**src/pkg/tap_diag_pkg.sv**
```systemverilog
// constants, register map and types of the tap diagnostic status block
package tap_diag_pkg;

	// ------------------------------------------------------------
	// register map (byte addresses)
	// ------------------------------------------------------------
	localparam int unsigned  ADDR_W       = 12;
	localparam logic [11:0]  OFF_STATUS   = 12'h000;
	localparam logic [11:0]  OFF_COUNT    = 12'h004;
	localparam logic [11:0]  OFF_CTRL     = 12'h008;
	localparam logic [11:0]  OFF_CMD      = 12'h00c;

	// ------------------------------------------------------------
	// status register fields
	// ------------------------------------------------------------
	localparam int unsigned  ST_LINK_LOST = 0;
	localparam int unsigned  ST_DIAG      = 1;
	localparam int unsigned  ST_DEMAND    = 2;
	localparam int unsigned  ST_ROLLUP    = 3;
	localparam int unsigned  ST_AUX       = 4;
	localparam int unsigned  ST_CHAN_A    = 5;
	localparam int unsigned  ST_CHAN_B    = 6;
	localparam int unsigned  ST_FLAG_LSB  = 7;
	localparam int unsigned  ST_LINK_UP   = 13;

	// ------------------------------------------------------------
	// control and command fields
	// ------------------------------------------------------------
	localparam int unsigned  CTRL_W        = 3;
	localparam int unsigned  CTRL_FW2      = 0;
	localparam int unsigned  CTRL_AUX8     = 1;
	localparam int unsigned  CTRL_LINK     = 2;
	localparam logic [2:0]   CTRL_RST      = 3'h1;
	localparam int unsigned  CMD_NODE_RST  = 0;
	localparam int unsigned  CMD_PROD_RST  = 1;

	// ------------------------------------------------------------
	// diagnostic flags and conditions
	// ------------------------------------------------------------
	localparam int unsigned  F_INTERNAL   = 0;
	localparam int unsigned  F_SHORT      = 1;
	localparam int unsigned  F_CORRUPT    = 2;
	localparam int unsigned  F_LOW        = 3;
	localparam int unsigned  F_HIGH       = 4;
	localparam int unsigned  F_MISMATCH   = 5;
	localparam int unsigned  NUM_FLAGS    = 6;
	localparam int unsigned  NUM_COND     = 7;
	localparam logic [5:0]   FLAG_STICKY  = 6'h3b;

	// ------------------------------------------------------------
	// tap pin vector
	// ------------------------------------------------------------
	localparam int unsigned  P_DEMAND     = 0;
	localparam int unsigned  P_CHAN_A     = 1;
	localparam int unsigned  P_CHAN_B     = 2;
	localparam int unsigned  P_AUX        = 3;
	localparam int unsigned  P_SAFE       = 4;
	localparam int unsigned  P_INTERNAL   = 5;
	localparam int unsigned  P_SHORT      = 6;
	localparam int unsigned  P_CORRUPT    = 7;
	localparam int unsigned  P_LOW        = 8;
	localparam int unsigned  P_HIGH       = 9;
	localparam int unsigned  NUM_PINS     = 10;

	// ------------------------------------------------------------
	// sequence counter
	// ------------------------------------------------------------
	localparam int unsigned  CNT_W        = 8;
	localparam logic [7:0]   CNT_RST      = 8'h00;

	typedef enum logic {
		ST_WAIT = 1'b0,
		ST_UP   = 1'b1
	} link_state_t;

endpackage

```
**src/pkg/diag_if.sv**
```systemverilog
// carrier between the status core, its flag bank and its sequence counter
`timescale 1ns/1ps
interface diag_if #(
	parameter int N = 6,
	parameter int C = 7,
	parameter int W = 8
);
	logic [N-1:0] cond;
	logic [N-1:0] clr;
	logic [N-1:0] flags;
	logic         upd_en;
	logic [C-1:0] diag_vec;
	logic         cnt_clr;
	logic [W-1:0] count;

	modport ctrl (output cond, clr, upd_en, diag_vec, cnt_clr, input flags, count);
	modport bank (input cond, clr, upd_en, output flags);
	modport counter (input diag_vec, cnt_clr, output count);
endinterface

```
**src/core/safety_tap_diagnostic_status.sv**
```systemverilog
// status and diagnostic reporting core of one safety tap node, apb slave
`timescale 1ns/1ps
module safety_tap_diagnostic_status
	import tap_diag_pkg::*;
(
	// clock and reset
	input  wire logic              pclk,
	input  wire logic              presetn,
	// apb slave
	input  wire logic              psel,
	input  wire logic              penable,
	input  wire logic              pwrite,
	input  wire logic [ADDR_W-1:0] paddr,
	input  wire logic [31:0]       pwdata,
	input  wire logic [3:0]        pstrb,
	output logic [31:0]            prdata,
	output logic                   pready,
	output logic                   pslverr,
	// tap pins
	input  wire logic              demand_pin,
	input  wire logic              chan_a_pin,
	input  wire logic              chan_b_pin,
	input  wire logic              aux_pin,
	input  wire logic              safe_state_pin,
	input  wire logic              internal_err_pin,
	input  wire logic              pin_short_pin,
	input  wire logic              signal_corrupt_pin,
	input  wire logic              supply_low_pin,
	input  wire logic              supply_high_pin,
	// status outputs
	output logic                   link_lost_flag,
	output logic                   diag_present_flag,
	output logic                   node_fault_rollup,
	output logic                   safety_demand_bit
);

	// ------------------------------------------------------------
	// declarations
	// ------------------------------------------------------------
	logic [NUM_PINS-1:0]  pins;
	logic [NUM_PINS-1:0]  sync1_q;
	logic [NUM_PINS-1:0]  sync2_q;
	logic [CTRL_W-1:0]    ctrl_q;
	logic                 node_rst_q;
	logic                 prod_rst_q;
	link_state_t          link_q;
	link_state_t          link_d;
	logic [31:0]          prdata_q;
	logic                 pready_q;
	logic                 pslverr_q;
	logic                 link_lost_q;
	logic                 diag_present_q;
	logic                 rollup_q;
	logic                 demand_q;
	logic                 setup;
	logic                 wr_access;
	logic                 addr_hit;
	logic [31:0]          rd_data;
	logic [31:0]          status_word;
	logic                 fw2;
	logic                 aux8;
	logic                 awaiting;
	logic                 chan_a_rep;
	logic                 chan_b_rep;
	logic                 aux_rep;
	logic [NUM_FLAGS-1:0] cond;
	logic [NUM_COND-1:0]  diag_vec;

	diag_if #(
		.N (NUM_FLAGS),
		.C (NUM_COND),
		.W (CNT_W)
	) dif ();

	// ------------------------------------------------------------
	// pin synchronisers
	// ------------------------------------------------------------
	assign pins = {
		supply_high_pin,
		supply_low_pin,
		signal_corrupt_pin,
		pin_short_pin,
		internal_err_pin,
		safe_state_pin,
		aux_pin,
		chan_b_pin,
		chan_a_pin,
		demand_pin
	};

	always_ff @(posedge pclk or negedge presetn) begin
		if (!presetn) begin
			sync1_q <= '0;
			sync2_q <= '0;
		end else begin
			sync1_q <= pins;
			sync2_q <= sync1_q;
		end
	end

	// ------------------------------------------------------------
	// apb decode
	// ------------------------------------------------------------
	assign setup     = psel && !penable;
	assign wr_access = psel && penable && pwrite && pready_q;

	always_comb begin
		case (paddr)
			OFF_STATUS: addr_hit = 1'b1;
			OFF_COUNT:  addr_hit = 1'b1;
			OFF_CTRL:   addr_hit = 1'b1;
			OFF_CMD:    addr_hit = 1'b1;
			default:    addr_hit = 1'b0;
		endcase
	end

	always_comb begin
		case (paddr)
			OFF_STATUS: rd_data = status_word;
			OFF_COUNT:  rd_data = {{(32-CNT_W){1'b0}}, dif.count};
			OFF_CTRL:   rd_data = {{(32-CTRL_W){1'b0}}, ctrl_q};
			default:    rd_data = 32'h0000_0000;
		endcase
	end

	// answer lands in the access cycle, one cycle after setup
	always_ff @(posedge pclk or negedge presetn) begin
		if (!presetn) begin
			prdata_q  <= 32'h0000_0000;
			pready_q  <= 1'b0;
			pslverr_q <= 1'b0;
		end else begin
			pready_q  <= setup;
			pslverr_q <= setup && !addr_hit;
			if (setup && !pwrite) begin
				prdata_q <= rd_data;
			end
		end
	end

	assign prdata  = prdata_q;
	assign pready  = pready_q;
	assign pslverr = pslverr_q;

	// ------------------------------------------------------------
	// control register
	// ------------------------------------------------------------
	always_ff @(posedge pclk or negedge presetn) begin
		if (!presetn) begin
			ctrl_q <= CTRL_RST;
		end else if (wr_access && paddr == OFF_CTRL && pstrb[0]) begin
			ctrl_q <= pwdata[CTRL_W-1:0];
		end
	end

	assign fw2  = ctrl_q[CTRL_FW2];
	assign aux8 = ctrl_q[CTRL_AUX8];

	// ------------------------------------------------------------
	// command pulses
	// ------------------------------------------------------------
	always_ff @(posedge pclk or negedge presetn) begin
		if (!presetn) begin
			node_rst_q <= 1'b0;
			prod_rst_q <= 1'b0;
		end else begin
			node_rst_q <= wr_access && paddr == OFF_CMD && pstrb[0]
				&& pwdata[CMD_NODE_RST];
			prod_rst_q <= wr_access && paddr == OFF_CMD && pstrb[0]
				&& pwdata[CMD_PROD_RST];
		end
	end

	// ------------------------------------------------------------
	// safety link state
	// ------------------------------------------------------------
	always_comb begin
		link_d = link_q;
		case (link_q)
			ST_WAIT: begin
				if (ctrl_q[CTRL_LINK] && !prod_rst_q) begin
					link_d = ST_UP;
				end
			end
			ST_UP: begin
				if (!ctrl_q[CTRL_LINK] || prod_rst_q) begin
					link_d = ST_WAIT;
				end
			end
			default: link_d = ST_WAIT;
		endcase
	end

	always_ff @(posedge pclk or negedge presetn) begin
		if (!presetn) begin
			link_q <= ST_WAIT;
		end else begin
			link_q <= link_d;
		end
	end

	assign awaiting = (link_q == ST_WAIT);

	// ------------------------------------------------------------
	// diagnostic conditions
	// ------------------------------------------------------------
	always_comb begin
		cond             = '0;
		cond[F_INTERNAL] = sync2_q[P_INTERNAL];
		cond[F_SHORT]    = sync2_q[P_SHORT];
		cond[F_CORRUPT]  = sync2_q[P_CORRUPT];
		cond[F_LOW]      = sync2_q[P_LOW]
			|| (!fw2 && sync2_q[P_HIGH]);
		cond[F_HIGH]     = fw2 && sync2_q[P_HIGH];
		cond[F_MISMATCH] = sync2_q[P_CHAN_A] ^ sync2_q[P_CHAN_B];
	end

	assign dif.cond     = cond;
	assign dif.upd_en   = sync2_q[P_SAFE];
	assign dif.cnt_clr  = prod_rst_q;
	assign diag_vec     = {awaiting, dif.flags};
	assign dif.diag_vec = diag_vec;

	always_comb begin
		dif.clr             = '0;
		dif.clr[F_INTERNAL] = node_rst_q;
	end

	// ------------------------------------------------------------
	// flag bank and sequence counter
	// ------------------------------------------------------------
	flag_bank #(
		.N      (NUM_FLAGS),
		.STICKY (FLAG_STICKY)
	) u_flags (
		.clk   (pclk),
		.rst_n (presetn),
		.b     (dif.bank)
	);

	diag_counter #(
		.C (NUM_COND),
		.W (CNT_W)
	) u_count (
		.clk   (pclk),
		.rst_n (presetn),
		.c     (dif.counter)
	);

	// ------------------------------------------------------------
	// reported channel states
	// ------------------------------------------------------------
	assign chan_a_rep = fw2 && !awaiting && sync2_q[P_CHAN_A];
	assign chan_b_rep = fw2 && !awaiting && sync2_q[P_CHAN_B];
	assign aux_rep    = fw2 && aux8 && sync2_q[P_AUX];

	// ------------------------------------------------------------
	// rollup outputs
	// ------------------------------------------------------------
	always_ff @(posedge pclk or negedge presetn) begin
		if (!presetn) begin
			link_lost_q    <= 1'b0;
			diag_present_q <= 1'b0;
			rollup_q       <= 1'b0;
			demand_q       <= 1'b0;
		end else begin
			link_lost_q    <= 1'b0;
			diag_present_q <= |diag_vec;
			rollup_q       <= |diag_vec;
			demand_q       <= sync2_q[P_DEMAND];
		end
	end

	assign link_lost_flag    = link_lost_q;
	assign diag_present_flag = diag_present_q;
	assign node_fault_rollup = rollup_q;
	assign safety_demand_bit = demand_q;

	// ------------------------------------------------------------
	// status word
	// ------------------------------------------------------------
	always_comb begin
		status_word                                    = 32'h0000_0000;
		status_word[ST_LINK_LOST]                      = link_lost_q;
		status_word[ST_DIAG]                           = diag_present_q;
		status_word[ST_DEMAND]                         = demand_q;
		status_word[ST_ROLLUP]                         = rollup_q;
		status_word[ST_AUX]                            = aux_rep;
		status_word[ST_CHAN_A]                         = chan_a_rep;
		status_word[ST_CHAN_B]                         = chan_b_rep;
		status_word[ST_FLAG_LSB +: NUM_FLAGS]          = dif.flags;
		status_word[ST_LINK_UP]                        = !awaiting;
	end

endmodule // safety_tap_diagnostic_status

```
**src/core/flag_bank.sv**
```systemverilog
// bank of latched or level diagnostic flags
`timescale 1ns/1ps
module flag_bank #(
	parameter int          N      = 6,
	parameter logic [5:0]  STICKY = 6'h3b
) (
	// clock and reset
	input  wire logic clk,
	input  wire logic rst_n,
	// flag carrier
	diag_if.bank      b
);
	logic [N-1:0] flags_q;

	assign b.flags = flags_q;

	always_ff @(posedge clk or negedge rst_n) begin
		if (!rst_n) begin
			flags_q <= '0;
		end else begin
			for (int i = 0; i < N; i++) begin
				if (b.upd_en && b.cond[i]) begin
					flags_q[i] <= 1'b1;
				end else if (STICKY[i]) begin
					if (b.clr[i]) begin
						flags_q[i] <= 1'b0;
					end
				end else if (b.upd_en) begin
					flags_q[i] <= 1'b0;
				end
			end
		end
	end
endmodule // flag_bank

```
**src/core/diag_counter.sv**
```systemverilog
// wrapping diagnostic sequence counter
`timescale 1ns/1ps
module diag_counter
	import tap_diag_pkg::*;
#(
	parameter int C = 7,
	parameter int W = 8
) (
	// clock and reset
	input  wire logic clk,
	input  wire logic rst_n,
	// counter carrier
	diag_if.counter   c
);
	localparam logic [W:0] CNT_MAX = {1'b0, {W{1'b1}}};

	logic [C-1:0] prev_q;
	logic [W-1:0] count_q;
	logic [W-1:0] count_d;
	logic [W:0]   sum;
	logic [W-1:0] n_chg;

	assign c.count = count_q;

	always_comb begin
		n_chg = '0;
		for (int i = 0; i < C; i++) begin
			n_chg = n_chg + W'(c.diag_vec[i] ^ prev_q[i]);
		end
		sum = {1'b0, count_q} + {1'b0, n_chg};
		if (sum > CNT_MAX) begin
			count_d = W'(sum - CNT_MAX);
		end else begin
			count_d = sum[W-1:0];
		end
	end

	always_ff @(posedge clk or negedge rst_n) begin
		if (!rst_n) begin
			prev_q  <= '0;
			count_q <= W'(CNT_RST);
		end else begin
			prev_q <= c.diag_vec;
			if (c.cnt_clr) begin
				count_q <= W'(CNT_RST);
			end else begin
				count_q <= count_d;
			end
		end
	end
endmodule // diag_counter

```
**config.mk**
```make
export PLATFORM = sky130hd
export DESIGN_NAME = safety_tap_diagnostic_status
export DESIGN_NICKNAME = d
export VERILOG_FILES = /design/src/pkg/tap_diag_pkg.sv /design/src/pkg/diag_if.sv /design/src/core/safety_tap_diagnostic_status.sv /design/src/core/flag_bank.sv /design/src/core/diag_counter.sv
export SDC_FILE = /design/constraint.sdc
export NUM_CORES = 1
export LEC_CHECK = 0
export ABC_AREA = 1
export BUFFER_PORTS_ARGS = -buffer_cell sky130_fd_sc_hd__buf_2
export CAP_MARGIN = 0
export CORE_MARGIN = 2
export CORE_UTILIZATION = 45
export DETAILED_ROUTE_END_ITERATION = 6
export GPL_TIMING_DRIVEN = 0
export PLACE_DENSITY = 0.72
export SYNTH_ARGS = -nofsm -noshare
export SYNTH_HDL_FRONTEND = slang
export SYNTH_HIERARCHICAL = 1
export SYNTH_SLANG_ARGS = --single-unit
```
**constraint.sdc**
```tcl
create_clock -name pclk -period 7.7 [get_ports pclk]
set_input_delay 1.54 -clock pclk [delete_from_list [all_inputs] [get_ports pclk]]
set_output_delay 1.54 -clock pclk [all_outputs]
set_load 0.05 [all_outputs]
```
==> flow_metrics.py, run 1 <==
metrics = {
    "timing": {
        "fmax_mhz": 228,
        "post-route-period-util_pct": 57.0,
        "fin_crit_ns": 4.39,
        "fin_skew_ns": 0.00622,
        "hold_ws_ns": 0.350,
        "tightest_slew_ns": 0.798,
        "tns_ns": 0,
        "finalSetupViolations": 0,
        "post-route-worst-setup-slack_ns": 3.31,
        "relSlewSlack_pct": 46.8,
        "slew_viol_final": 0,
        "hold_violations": 0,
        "rsz0062_at_grt": "no",
    },
    "power": {
        "peakVddDrop_mv": 0.215,
        "p_per_area_nw_per_um2": 313,
        "leakagePower_uw": 0.00209,
    },
    "critical_path": {
        "cp.depth": 17,
        "arrival_ns": 4.61,
        "critPathMostFrequentCell": "fa_1",
        "critPathBufInv": 3,
        "reg2reg_slack_ns": 3.31,
        "max_stage_delay_ns": 0.54,
        "cp-end-kind": "flip-flop",
        "path_cells": "xor2_1, fa_1, inv_1, fa_1, fa_1, fa_1, fa_1, inv_1, ha_1, inv_1, nor2_1, nor3b_4, nand2_1, nand2_2, nand2_1, nand2_1, nor2_2",
        "worstPathMaxFanout": 5,
        "cp_slowest_cell": "fa_1",
        "critical_path_class": "reg -> reg",
        "cp_top_family": "adder cells",
        "r2r-start": "u_flags/b.flags[1]",
        "r2r.worst_path.cells": 17,
        "reg2reg_to": "u_count/c.count[1]",
        "endpoint": "u_count/c.count[1]",
        "startpoint": "u_flags/b.flags[1]",
        "startpoint_type": "flip-flop",
        "crit_required_ns": 7.92,
    },
    "cells_and_area": {
        "nets": 499,
        "areaGrowthSynthToFinish_pct": 21.0,
        "multi_input_area_um2": 1300,
        "fill_cells": 632,
        "layout-drive-gt1-share_pct": 30.1,
        "num_antenna_cells": 0,
        "post-route-util_pct": 56.5,
        "regArea_um2": 1630,
    },
    "clock_network": {
        "htree_levels": 3,
        "clock_latency_ns": 0.33,
        "cts_root_buf": "clkbuf_8",
        "cts-buffers-inserted": 9,
        "postCtsSetupRepairBufs": 0,
        "ctsResizeCount": 0,
        "ctsHoldBuffers": 0,
        "clockBufferDepth": 2,
        "cts_sinks": 65,
        "cts_tree": "yes",
        "clkTransAtPathRegs_ns": 0.08,
    },
    "placement": {
        "place_ws_ns": 3.38,
        "gp_congestion": 0.847,
        "port_buffers": 49,
        "dp_hpwl_mm": 4.58,
    },
    "synth": {
        "yosysSeqAreaShare_pct": 51.0,
        "synth_commonest_cells": "nand2_1, dfrtp_1, inv_1, nand3_1, buf_4",
        "synth-seq-cells": 65,
        "synth_edf_count": 0,
        "yosysMostFrequentCell": "nand2_1",
        "syn_area_um2": 3190,
        "avgSynthCellArea_um2": 9.26,
        "yosys_warnings": 6,
        "ys_top_cells_by_area": "dfrtp_1, nand2_1, buf_4, inv_1, nand3_1",
        "synthDistinctLibCells": 32,
        "synth-main-ff-cell": "dfrtp_1",
        "async_reset_ff_share_pct": 100,
        "synth_cells": 345,
        "netlist.area_leader.share_pct": 50.2,
        "yosysTopAreaCell": "dfrtp_1",
    },
    "global_routing": {
        "grt_max_degree": 66,
        "grt_pass1_vias": 2420,
        "grt_pass1_wl_mm": 10.5,
        "grt-ovfl-total": 0,
        "antenna_found_initial": 0,
        "track_usage_pct": 17.7,
    },
    "route": {
        "routedWlPerCell_um": 11.7,
        "via_per_inst": 4.63,
        "first_pass_iters": 4,
        "dr.max_layer_used": "met4",
        "routed-wl-met2_mm": 3.08,
        "drt_iter0_drc": 150,
        "wirelength_mm": 6.20,
        "ant_nets": 0,
        "vias": 2443,
        "drc": 0,
        "wl_met3_um": 331,
        "wl_met1_mm": 2.66,
    },
    "floorplan": {
        "row_count": 30,
        "die-area_um2": 7790,
        "io_pins": 101,
        "core_um2": 6830,
        "die_h_um": 88.2,
        "die_w_um": 88.2,
        "start_util_pct": 46.7,
    },
    "min_path": {
        "hp-class": "reg -> reg",
    },
    "status": {
        "status": "completed",
    },
    "flow_run": {
        "maxCapViolations": 0,
    },
}
cells in the final DEF (no fill, tap or decap), types with 2 or more instances in the layout:
cell type / instances
nand2_1: 88
dfrtp_1: 64
buf_2: 48
inv_1: 41
nand3_1: 30
conb_1: 23
buf_4: 22
nor2_1: 19
nand2_2: 14
nor2_2: 9
clkbuf_8: 9
o21ai_1: 6
xor2_1: 5
fa_1: 5
nor2_4: 4
inv_2: 4
xnor2_1: 4
ha_1: 4
nand3_2: 3
o31ai_2: 3
a21oi_1: 3
nand4_1: 2
o21ai_0: 2
buf_6: 2
clkinv_2: 2
clkinv_4: 2
bufinv_16: 2
nand3b_1: 2
per-stage QoR:
| stage | cell area [µm²] | instances | power, µW |
|---|---|---|---|
| 5_1_grt | 3860 | 528 | 1290 |
| 6_report | 3860 | 528 | 1210 |
| 3_3_place_gp | 3640 | 512 | 850 |
| 4_1_cts | 3860 | 528 | 1200 |
| 2_1_floorplan | 3280 | 367 | 774 |
| 3_5_place_dp | 3640 | 512 | 875 |
how the worst min path moves through the flow:
stage | startpoint | end | slack, ns | cells after the start
6_report | sync1_q[8] | sync2_q[8] | 0.35 | 0
5_1_grt | sync1_q[8] | sync2_q[8] | 0.36 | 0
4_1_cts | sync1_q[8] | sync2_q[8] | 0.35 | 0
3_5_place_dp | sync1_q[8] | sync2_q[8] | 0.34 | 0
3_3_place_gp | sync1_q[7] | sync2_q[7] | 0.33 | 0
2_1_floorplan | sync2_q[0] | safety_demand_bit | 0.33 | 0
sequential cells by signal (all words and copies together) (netlist names):
| register | cells |
|---|---|
| safety_demand_bit | 1 |
| u_count/prev_q | 7 |
| u_flags/b.flags | 6 |
| ctrl_q | 3 |
| node_fault_rollup | 1 |
| prdata | 14 |
| sync2_q | 10 |
| u_count/c.count | 8 |
| node_rst_q | 1 |
| link_q | 1 |
| dif.cnt_clr | 1 |
| pslverr | 1 |
| sync1_q | 10 |
| pready | 1 |
area by class of cell:
class | instances | share of cell area, %
Sequential cell | 65 | 42.1
Multi-Input combinational cell | 234 | 33.6
Timing Repair Buffer | 49 | 6.41
Buffer | 23 | 4.66
Inverter | 45 | 4.37
Clock buffer | 9 | 3.21
Tap cell | 96 | 3.11
Clock inverter | 7 | 2.46
logic make-up after synthesis:
family,Yosys count,share of synthesized area (%)
compound gates,16,3.37
xor+xnor,9,2.47
fa+ha+maj,9,4.70
buf+inv,68,10.9
flops,65,51.0
other cells,1,0.117
simple gates,177,27.4
per-layer routing:
metal	track usage (%)	vias up
met3	4.66	13
met4	6.61	0
met1	22.1	1166
li1	-	1195
met5	0	-
met2	29.5	69
report_power, final:
| part | switching, µW | internal [µW] |
|---|---|---|
| Combinational | 313 | 171 |
| Clock | 134 | 182 |
| Sequential | 33.2 | 376 |
| Total | 480 | 729 |
(Power assumes the default switching activity.)
==> run 2, diff against run 1 <==
==> constraint.sdc (replaced) <==
create_clock -name pclk -period 4.2 [get_ports pclk]
set_input_delay 0.84 -clock pclk [delete_from_list [all_inputs] [get_ports pclk]]
set_output_delay 0.84 -clock pclk [all_outputs]
set_load 0.05 [all_outputs]
==> run 2 against run 1 <==
The flow now finishes with violations (negative setup slack). Die area unchanged. Largest power group unchanged. Sequential share of layout area is 1.2 points lower. Register-to-register slack got worse by 3.3 ns. Global-route usage increased by 0.28 points. Wire length increased by 4.5%.
==> flow_metrics.py, run 2 (synthesized netlist as in run 1, its figures left out) <==
metrics = {
    "critical_path": {
        "endpoint": "u_count/c.count[2]",
        "cp.depth": 17,
        "r2r-start": "u_flags/b.flags[0]",
        "startpoint": "u_flags/b.flags[0]",
        "worstPathMaxFanout": 5,
        "startpoint_type": "flip-flop",
        "critical_path_class": "reg -> reg",
        "cp_slowest_cell": "fa_1",
        "max_stage_delay_ns": 0.54,
        "critPathBufInv": 3,
        "path_cells": "xor2_2, fa_1, inv_1, fa_1, fa_2, fa_1, fa_2, inv_2, ha_4, inv_2, nor2_2, nor3b_4, nand2_2, nand2_4, nand2_1, nand2_1, nor2_2",
        "critPathMostFrequentCell": "fa_1",
        "reg2reg_to": "u_count/c.count[2]",
        "cp_top_family": "adder cells",
        "cp-end-kind": "flip-flop",
        "arrival_ns": 4.44,
        "r2r.worst_path.cells": 17,
        "reg2reg_slack_ns": -0.02,
        "crit_required_ns": 4.42,
    },
    "timing": {
        "post-route-period-util_pct": 100,
        "hold_violations": 0,
        "tightest_slew_ns": 0.798,
        "post-route-worst-setup-slack_ns": -0.0199,
        "fmax_mhz": 237,
        "hold_ws_ns": 0.350,
        "relSlewSlack_pct": 46.8,
        "rsz0062_at_grt": "yes",
        "slew_viol_final": 0,
        "fin_crit_ns": 4.22,
        "finalSetupViolations": 1,
        "fin_skew_ns": 0.00720,
    },
    "floorplan": {
        "io_pins": 101,
        "die_h_um": 88.2,
        "die-area_um2": 7790,
        "row_count": 30,
        "die_w_um": 88.2,
        "core_um2": 6830,
        "start_util_pct": 46.7,
    },
    "power": {
        "p_clk_share_pct": 23.5,
        "seqPwrFrac_pct": 30.4,
        "swShare_pct": 40.5,
        "peakVddDrop_mv": 0.393,
        "power.switching_uw": 1000,
        "leakagePower_uw": 0.00212,
        "p_per_area_nw_per_um2": 620,
        "power_frac_comb_pct": 46.1,
        "p_int_uw": 1470,
    },
    "route": {
        "drt_iter0_drc": 134,
        "first_pass_iters": 4,
        "routedWlPerCell_um": 12.1,
        "vias": 2451,
        "ant_nets": 0,
        "wirelength_mm": 6.47,
        "drc": 0,
        "via_per_inst": 4.60,
    },
    "global_routing": {
        "antenna_found_initial": 0,
        "grt_max_degree": 66,
        "grt_pass1_vias": 2408,
        "track_usage_pct": 17.9,
        "grt-ovfl-total": 0,
        "grt_pass1_wl_mm": 10.6,
    },
    "clock_network": {
        "clock_latency_ns": 0.34,
        "ctsHoldBuffers": 0,
        "cts_root_buf": "clkbuf_8",
        "htree_levels": 3,
        "cts-buffers-inserted": 9,
        "cts_tree": "yes",
        "clkTransAtPathRegs_ns": 0.07,
        "cts_sinks": 65,
        "clockBufferDepth": 2,
    },
    "cells_and_area": {
        "layout-drive-gt1-share_pct": 35.2,
        "post-route-util_pct": 58.2,
        "fill_cells": 610,
        "multi_input_area_um2": 1380,
        "areaGrowthSynthToFinish_pct": 24.6,
        "nets": 504,
        "mostFrequentLayoutCell": "nand2_1",
        "layout_common_cells": "nand2_1, dfrtp_1, buf_2, inv_1, nand3_1",
        "num_antenna_cells": 0,
        "regArea_um2": 1630,
        "largest_reg_flops": 14,
    },
    "placement": {
        "dp_hpwl_mm": 4.58,
        "port_buffers": 49,
        "gp_congestion": 0.847,
    },
    "min_path": {
        "hp-start": "sync1_q[8]",
        "hp-class": "reg -> reg",
    },
    "status": {
        "failed_checks": "negative setup slack",
        "status": "complete, but fails checks",
    },
    "flow_run": {
        "maxCapViolations": 0,
    },
}
run 2: cell count changes in the layout (fill, tap and decap cells not counted), sizes merged:
cell	delta
buf	+5
run 2: metal layers:
layer  global-route usage, %  vias up  wire (µm)
met4                    6.20        0         99
met5                       0        -          0
met3                    4.66       14        358
li1                        -     1199          -
met2                    30.0       75       3260
met1                    22.7     1163       2750
run 2: timing repair:
item,in CTS,in global routing
setup endpoints to repair,4,6
pin swaps,4,13
setup buffers,3,2
resized for setup,6,17
run 2: area by class of cell:
cell class                      count  share of cell area (%)
Clock buffer                        9                    3.11
Buffer                             23                    4.53
Tap cell                           96                    3.02
Multi-Input combinational cell    234                    34.6
Timing Repair Buffer               54                    7.17
Clock inverter                      7                    2.39
Sequential cell                    65                    40.9
Inverter                           45                    4.25
run 2: worst min path at each step:
stage                        end  slack (ns)  depth (start not counted)
3_3_place_gp          sync2_q[7]        0.33                          0
6_report              sync2_q[8]        0.35                          0
4_1_cts               sync2_q[8]        0.35                          0
2_1_floorplan  safety_demand_bit        0.33                          0
3_5_place_dp          sync2_q[8]        0.34                          0
5_1_grt               sync2_q[8]        0.36                          0
run 2: power by group through the flow:
stage	clock network [µW]	registers (µW)	logic, µW
2_1_floorplan	0	743	675
3_3_place_gp	0	759	799
3_5_place_dp	0	761	844
4_1_cts	590	748	895
5_1_grt	617	757	1240
6_report	579	750	1140
run 2: per-stage QoR:
stage	worst slack (ns)	TNS, ns	cell area [µm²]	instances	total power, µW
2_1_floorplan	0.140	0	3280	367	1420
3_3_place_gp	-0.0519	-0.137	3640	512	1560
3_5_place_dp	-0.125	-0.332	3640	512	1600
4_1_cts	0.0180	0	3900	531	2230
5_1_grt	-0.183	-0.597	3980	533	2610
6_report	-0.0199	-0.0199	3980	533	2470
==> run 3, diff against run 2 <==
--- a/config.mk
+++ b/config.mk
@@ -5,7 +5,6 @@
 export SDC_FILE = /design/constraint.sdc
 export NUM_CORES = 1
 export LEC_CHECK = 0
-export ABC_AREA = 1
 export BUFFER_PORTS_ARGS = -buffer_cell sky130_fd_sc_hd__buf_2
 export CAP_MARGIN = 0
 export CORE_MARGIN = 2
==> run 3 against run 2 <==
The run still ends with negative setup slack left. Sequential share of layout area is 1.6 points higher. Setup slack lost 0.21 ns. Hold slack about the same. Clock power rose by 2%. Non-clock buffer count rose by 6. Die area is 4.0% lower. Wire length shrank 8.9%. Count of clock-buffer cells in the layout unchanged. Maximum frequency decreased by 4.8%. Sequential cell count unchanged. Utilization fell by 0.90 points. Critical endpoint is now u_count/c.count[0].
==> flow_metrics.py, run 3 <==
metrics = {
    "clock_network": {
        "ctsHoldBuffers": 0,
        "cts_tree": "yes",
        "htree_levels": 3,
        "clkTransAtPathRegs_ns": 0.07,
        "clock_latency_ns": 0.35,
        "cts-buffers-inserted": 9,
        "cts_root_buf": "clkbuf_8",
        "clockBufferDepth": 2,
        "cts_sinks": 65,
    },
    "critical_path": {
        "crit_required_ns": 4.43,
        "critical_path_class": "reg -> reg",
        "startpoint_type": "flip-flop",
        "cp-end-kind": "flip-flop",
        "arrival_ns": 4.67,
        "r2r.worst_path.cells": 15,
        "worstPathMaxFanout": 4,
        "endpoint": "u_count/c.count[0]",
        "r2r-start": "u_flags/b.flags[1]",
        "startpoint": "u_flags/b.flags[1]",
        "reg2reg_slack_ns": -0.23,
        "reg2reg_to": "u_count/c.count[0]",
    },
    "timing": {
        "fin_skew_ns": 0.00796,
        "fin_crit_ns": 4.43,
        "hold_violations": 0,
        "tightest_slew_ns": 0.782,
        "finalSetupViolations": 6,
        "relSlewSlack_pct": 47.8,
        "fmax_mhz": 226,
        "hold_ws_ns": 0.350,
        "post-route-worst-setup-slack_ns": -0.232,
        "slew_viol_final": 0,
        "tns_ns": -0.655,
        "post-route-period-util_pct": 106,
        "rsz0062_at_grt": "yes",
    },
    "global_routing": {
        "grt_pass1_vias": 2075,
        "track_usage_pct": 17.6,
        "grt-ovfl-total": 0,
        "antenna_found_initial": 0,
        "grt_max_degree": 66,
        "grt_pass1_wl_mm": 9.89,
    },
    "synth": {
        "syn_area_um2": 3060,
        "yosysMostFrequentCell": "dfrtp_1",
        "async_reset_ff_share_pct": 100,
        "synth_cells": 278,
        "yosysTopAreaCell": "dfrtp_1",
        "netlist.area_leader.share_pct": 52.4,
        "synth-seq-cells": 65,
        "ys_top_cells_by_area": "dfrtp_1, buf_4, nand2_1, fa_1, nor2_1",
        "yosysSeqAreaShare_pct": 53.2,
        "synth_edf_count": 0,
        "synthDistinctLibCells": 50,
        "avgSynthCellArea_um2": 11.0,
        "synth-main-ff-cell": "dfrtp_1",
        "yosys_warnings": 6,
        "synth_commonest_cells": "dfrtp_1, nand2_1, buf_4, nor2_1, inv_1",
    },
    "floorplan": {
        "io_pins": 101,
        "core_um2": 6680,
        "die_h_um": 86.5,
        "row_count": 30,
        "die-area_um2": 7470,
        "start_util_pct": 45.8,
        "die_w_um": 86.5,
    },
    "min_path": {
        "hp-class": "reg -> reg",
        "whs_path_depth": 0,
    },
    "power": {
        "peakVddDrop_mv": 0.382,
        "leakagePower_uw": 0.00187,
        "p_per_area_nw_per_um2": 640,
    },
    "route": {
        "drt_iter0_drc": 77,
        "wirelength_mm": 5.90,
        "drc": 0,
        "ant_nets": 0,
        "routedWlPerCell_um": 13.1,
        "vias": 2158,
        "via_per_inst": 4.78,
        "first_pass_iters": 4,
    },
    "cells_and_area": {
        "layout_common_cells": "dfrtp_1, buf_2, buf_4, nand2_1, conb_1",
        "nets": 438,
        "largest_reg_flops": 14,
        "layout-drive-gt1-share_pct": 33.7,
        "fill_cells": 574,
        "areaGrowthSynthToFinish_pct": 25.2,
        "post-route-util_pct": 57.3,
        "mostFrequentLayoutCell": "dfrtp_1",
        "num_antenna_cells": 0,
    },
    "placement": {
        "port_buffers": 48,
        "dp_hpwl_mm": 4.34,
        "gp_congestion": 0.845,
    },
    "status": {
        "status": "complete, but fails checks",
        "failed_checks": "negative setup slack",
    },
    "flow_run": {
        "maxCapViolations": 0,
    },
}
run 3: cell count changes after synthesis, moves of 4 or more:
| cell | previous run | this run |
|---|---|---|
| nand2_1 | 88 | 30 |
| inv_1 | 41 | 17 |
| nand3_1 | 30 | 8 |
| nand2_2 | 14 | 0 |
| nor2_2 | 9 | 0 |
| a21oi_1 | 3 | 11 |
| o31ai_1 | 1 | 9 |
| nor2b_1 | 0 | 7 |
| mux2i_1 | 0 | 5 |
| o21ai_0 | 2 | 7 |
| clkbuf_1 | 0 | 4 |
| inv_2 | 4 | 0 |
| nor2_4 | 4 | 0 |
run 3: cell type report:
| cell class | count | area, µm² | share of cell area (%) |
|---|---|---|---|
| well taps | 80 | 100 | 2.61 |
| repair buffers | 55 | 295 | 7.71 |
| multi-input cells | 190 | 1330 | 34.6 |
| inverters | 17 | 63.8 | 1.67 |
| clock buffers | 9 | 124 | 3.23 |
| plain buffers | 28 | 193 | 5.03 |
| clock inverters | 7 | 100 | 2.61 |
| flip-flops and latches | 65 | 1630 | 42.5 |
run 3: metrics by stage:
| stage | total power [µW] | instance area [µm²] | setup slack [ns] | cells |
|---|---|---|---|---|
| 5_1_grt | 2630 | 3830 | -0.390 | 451 |
| 4_1_cts | 2440 | 3810 | -0.232 | 449 |
| 2_1_floorplan | 1540 | 3170 | -0.0692 | 300 |
| 3_5_place_dp | 1730 | 3510 | -0.348 | 428 |
| 3_3_place_gp | 1700 | 3510 | -0.315 | 428 |
| 6_report | 2450 | 3830 | -0.232 | 451 |
run 3: cells by family (layout without fill, tap and decap cells):
family,after synthesis,count (layout),share of synthesized area (%)
and+or+nand+nor,90,90,16.2
DFF,65,65,53.2
buffers and inverters,45,116,8.38
AOI/OAI and AO/OA,44,44,9.53
xor gates and xnor gates,14,14,4.01
muxes,10,10,3.60
adders and majority gates,9,9,4.91
other,1,23,0.123
run 3: worst min path at each step:
stage	start	to	slack, ns
global placement	sync1_q[8]	sync2_q[8]	0.33
CTS	sync1_q[8]	sync2_q[8]	0.35
finish	sync1_q[7]	sync2_q[7]	0.35
detailed placement	sync1_q[7]	sync2_q[7]	0.34
global route	sync1_q[8]	sync2_q[8]	0.36
floorplan	sync2_q[0]	safety_demand_bit	0.33
run 3: worst max-delay path: stages (launching register included):
cell and delay [ns]:
dfrtp_1 0.40, xor2_1 0.16, fa_1 0.54, inv_1 0.05
fa_1 0.45, fa_2 0.35, fa_2 0.57, inv_2 0.05
ha_4 0.26, a21o_1 0.18, a21oi_4 0.09, or3b_4 0.41
a21oi_4 0.18, a21oi_2 0.07, a21oi_2 0.22, mux2_4 0.33
run 3: where the power goes:
group / switching, µW / internal (µW) / total (µW)
registers: 49.2 / 693 / 742
clock network: 252 / 340 / 592
logic: 606 / 512 / 1120
total: 908 / 1540 / 2450
run 3: per-layer routing:
metal	up-vias	part of all wire [%]	routed length (µm)	GRT usage, %
met5	-	0	0	0
met4	0	1.7	99	6.39
met2	67	47	2770	27.8
met1	1010	45	2630	22.8
met3	10	6.8	399	5.62
li1	1071	-	-	-
run 3: timing repair:
| item | 4_1_cts | 5_1_grt |
|---|---|---|
| setup buffers | 5 | 2 |
| resized for setup | 9 | 0 |
| hold endpoints to repair | 0 | 0 |
| pin swaps | 8 | 0 |
| setup endpoints to repair | 6 | 6 |
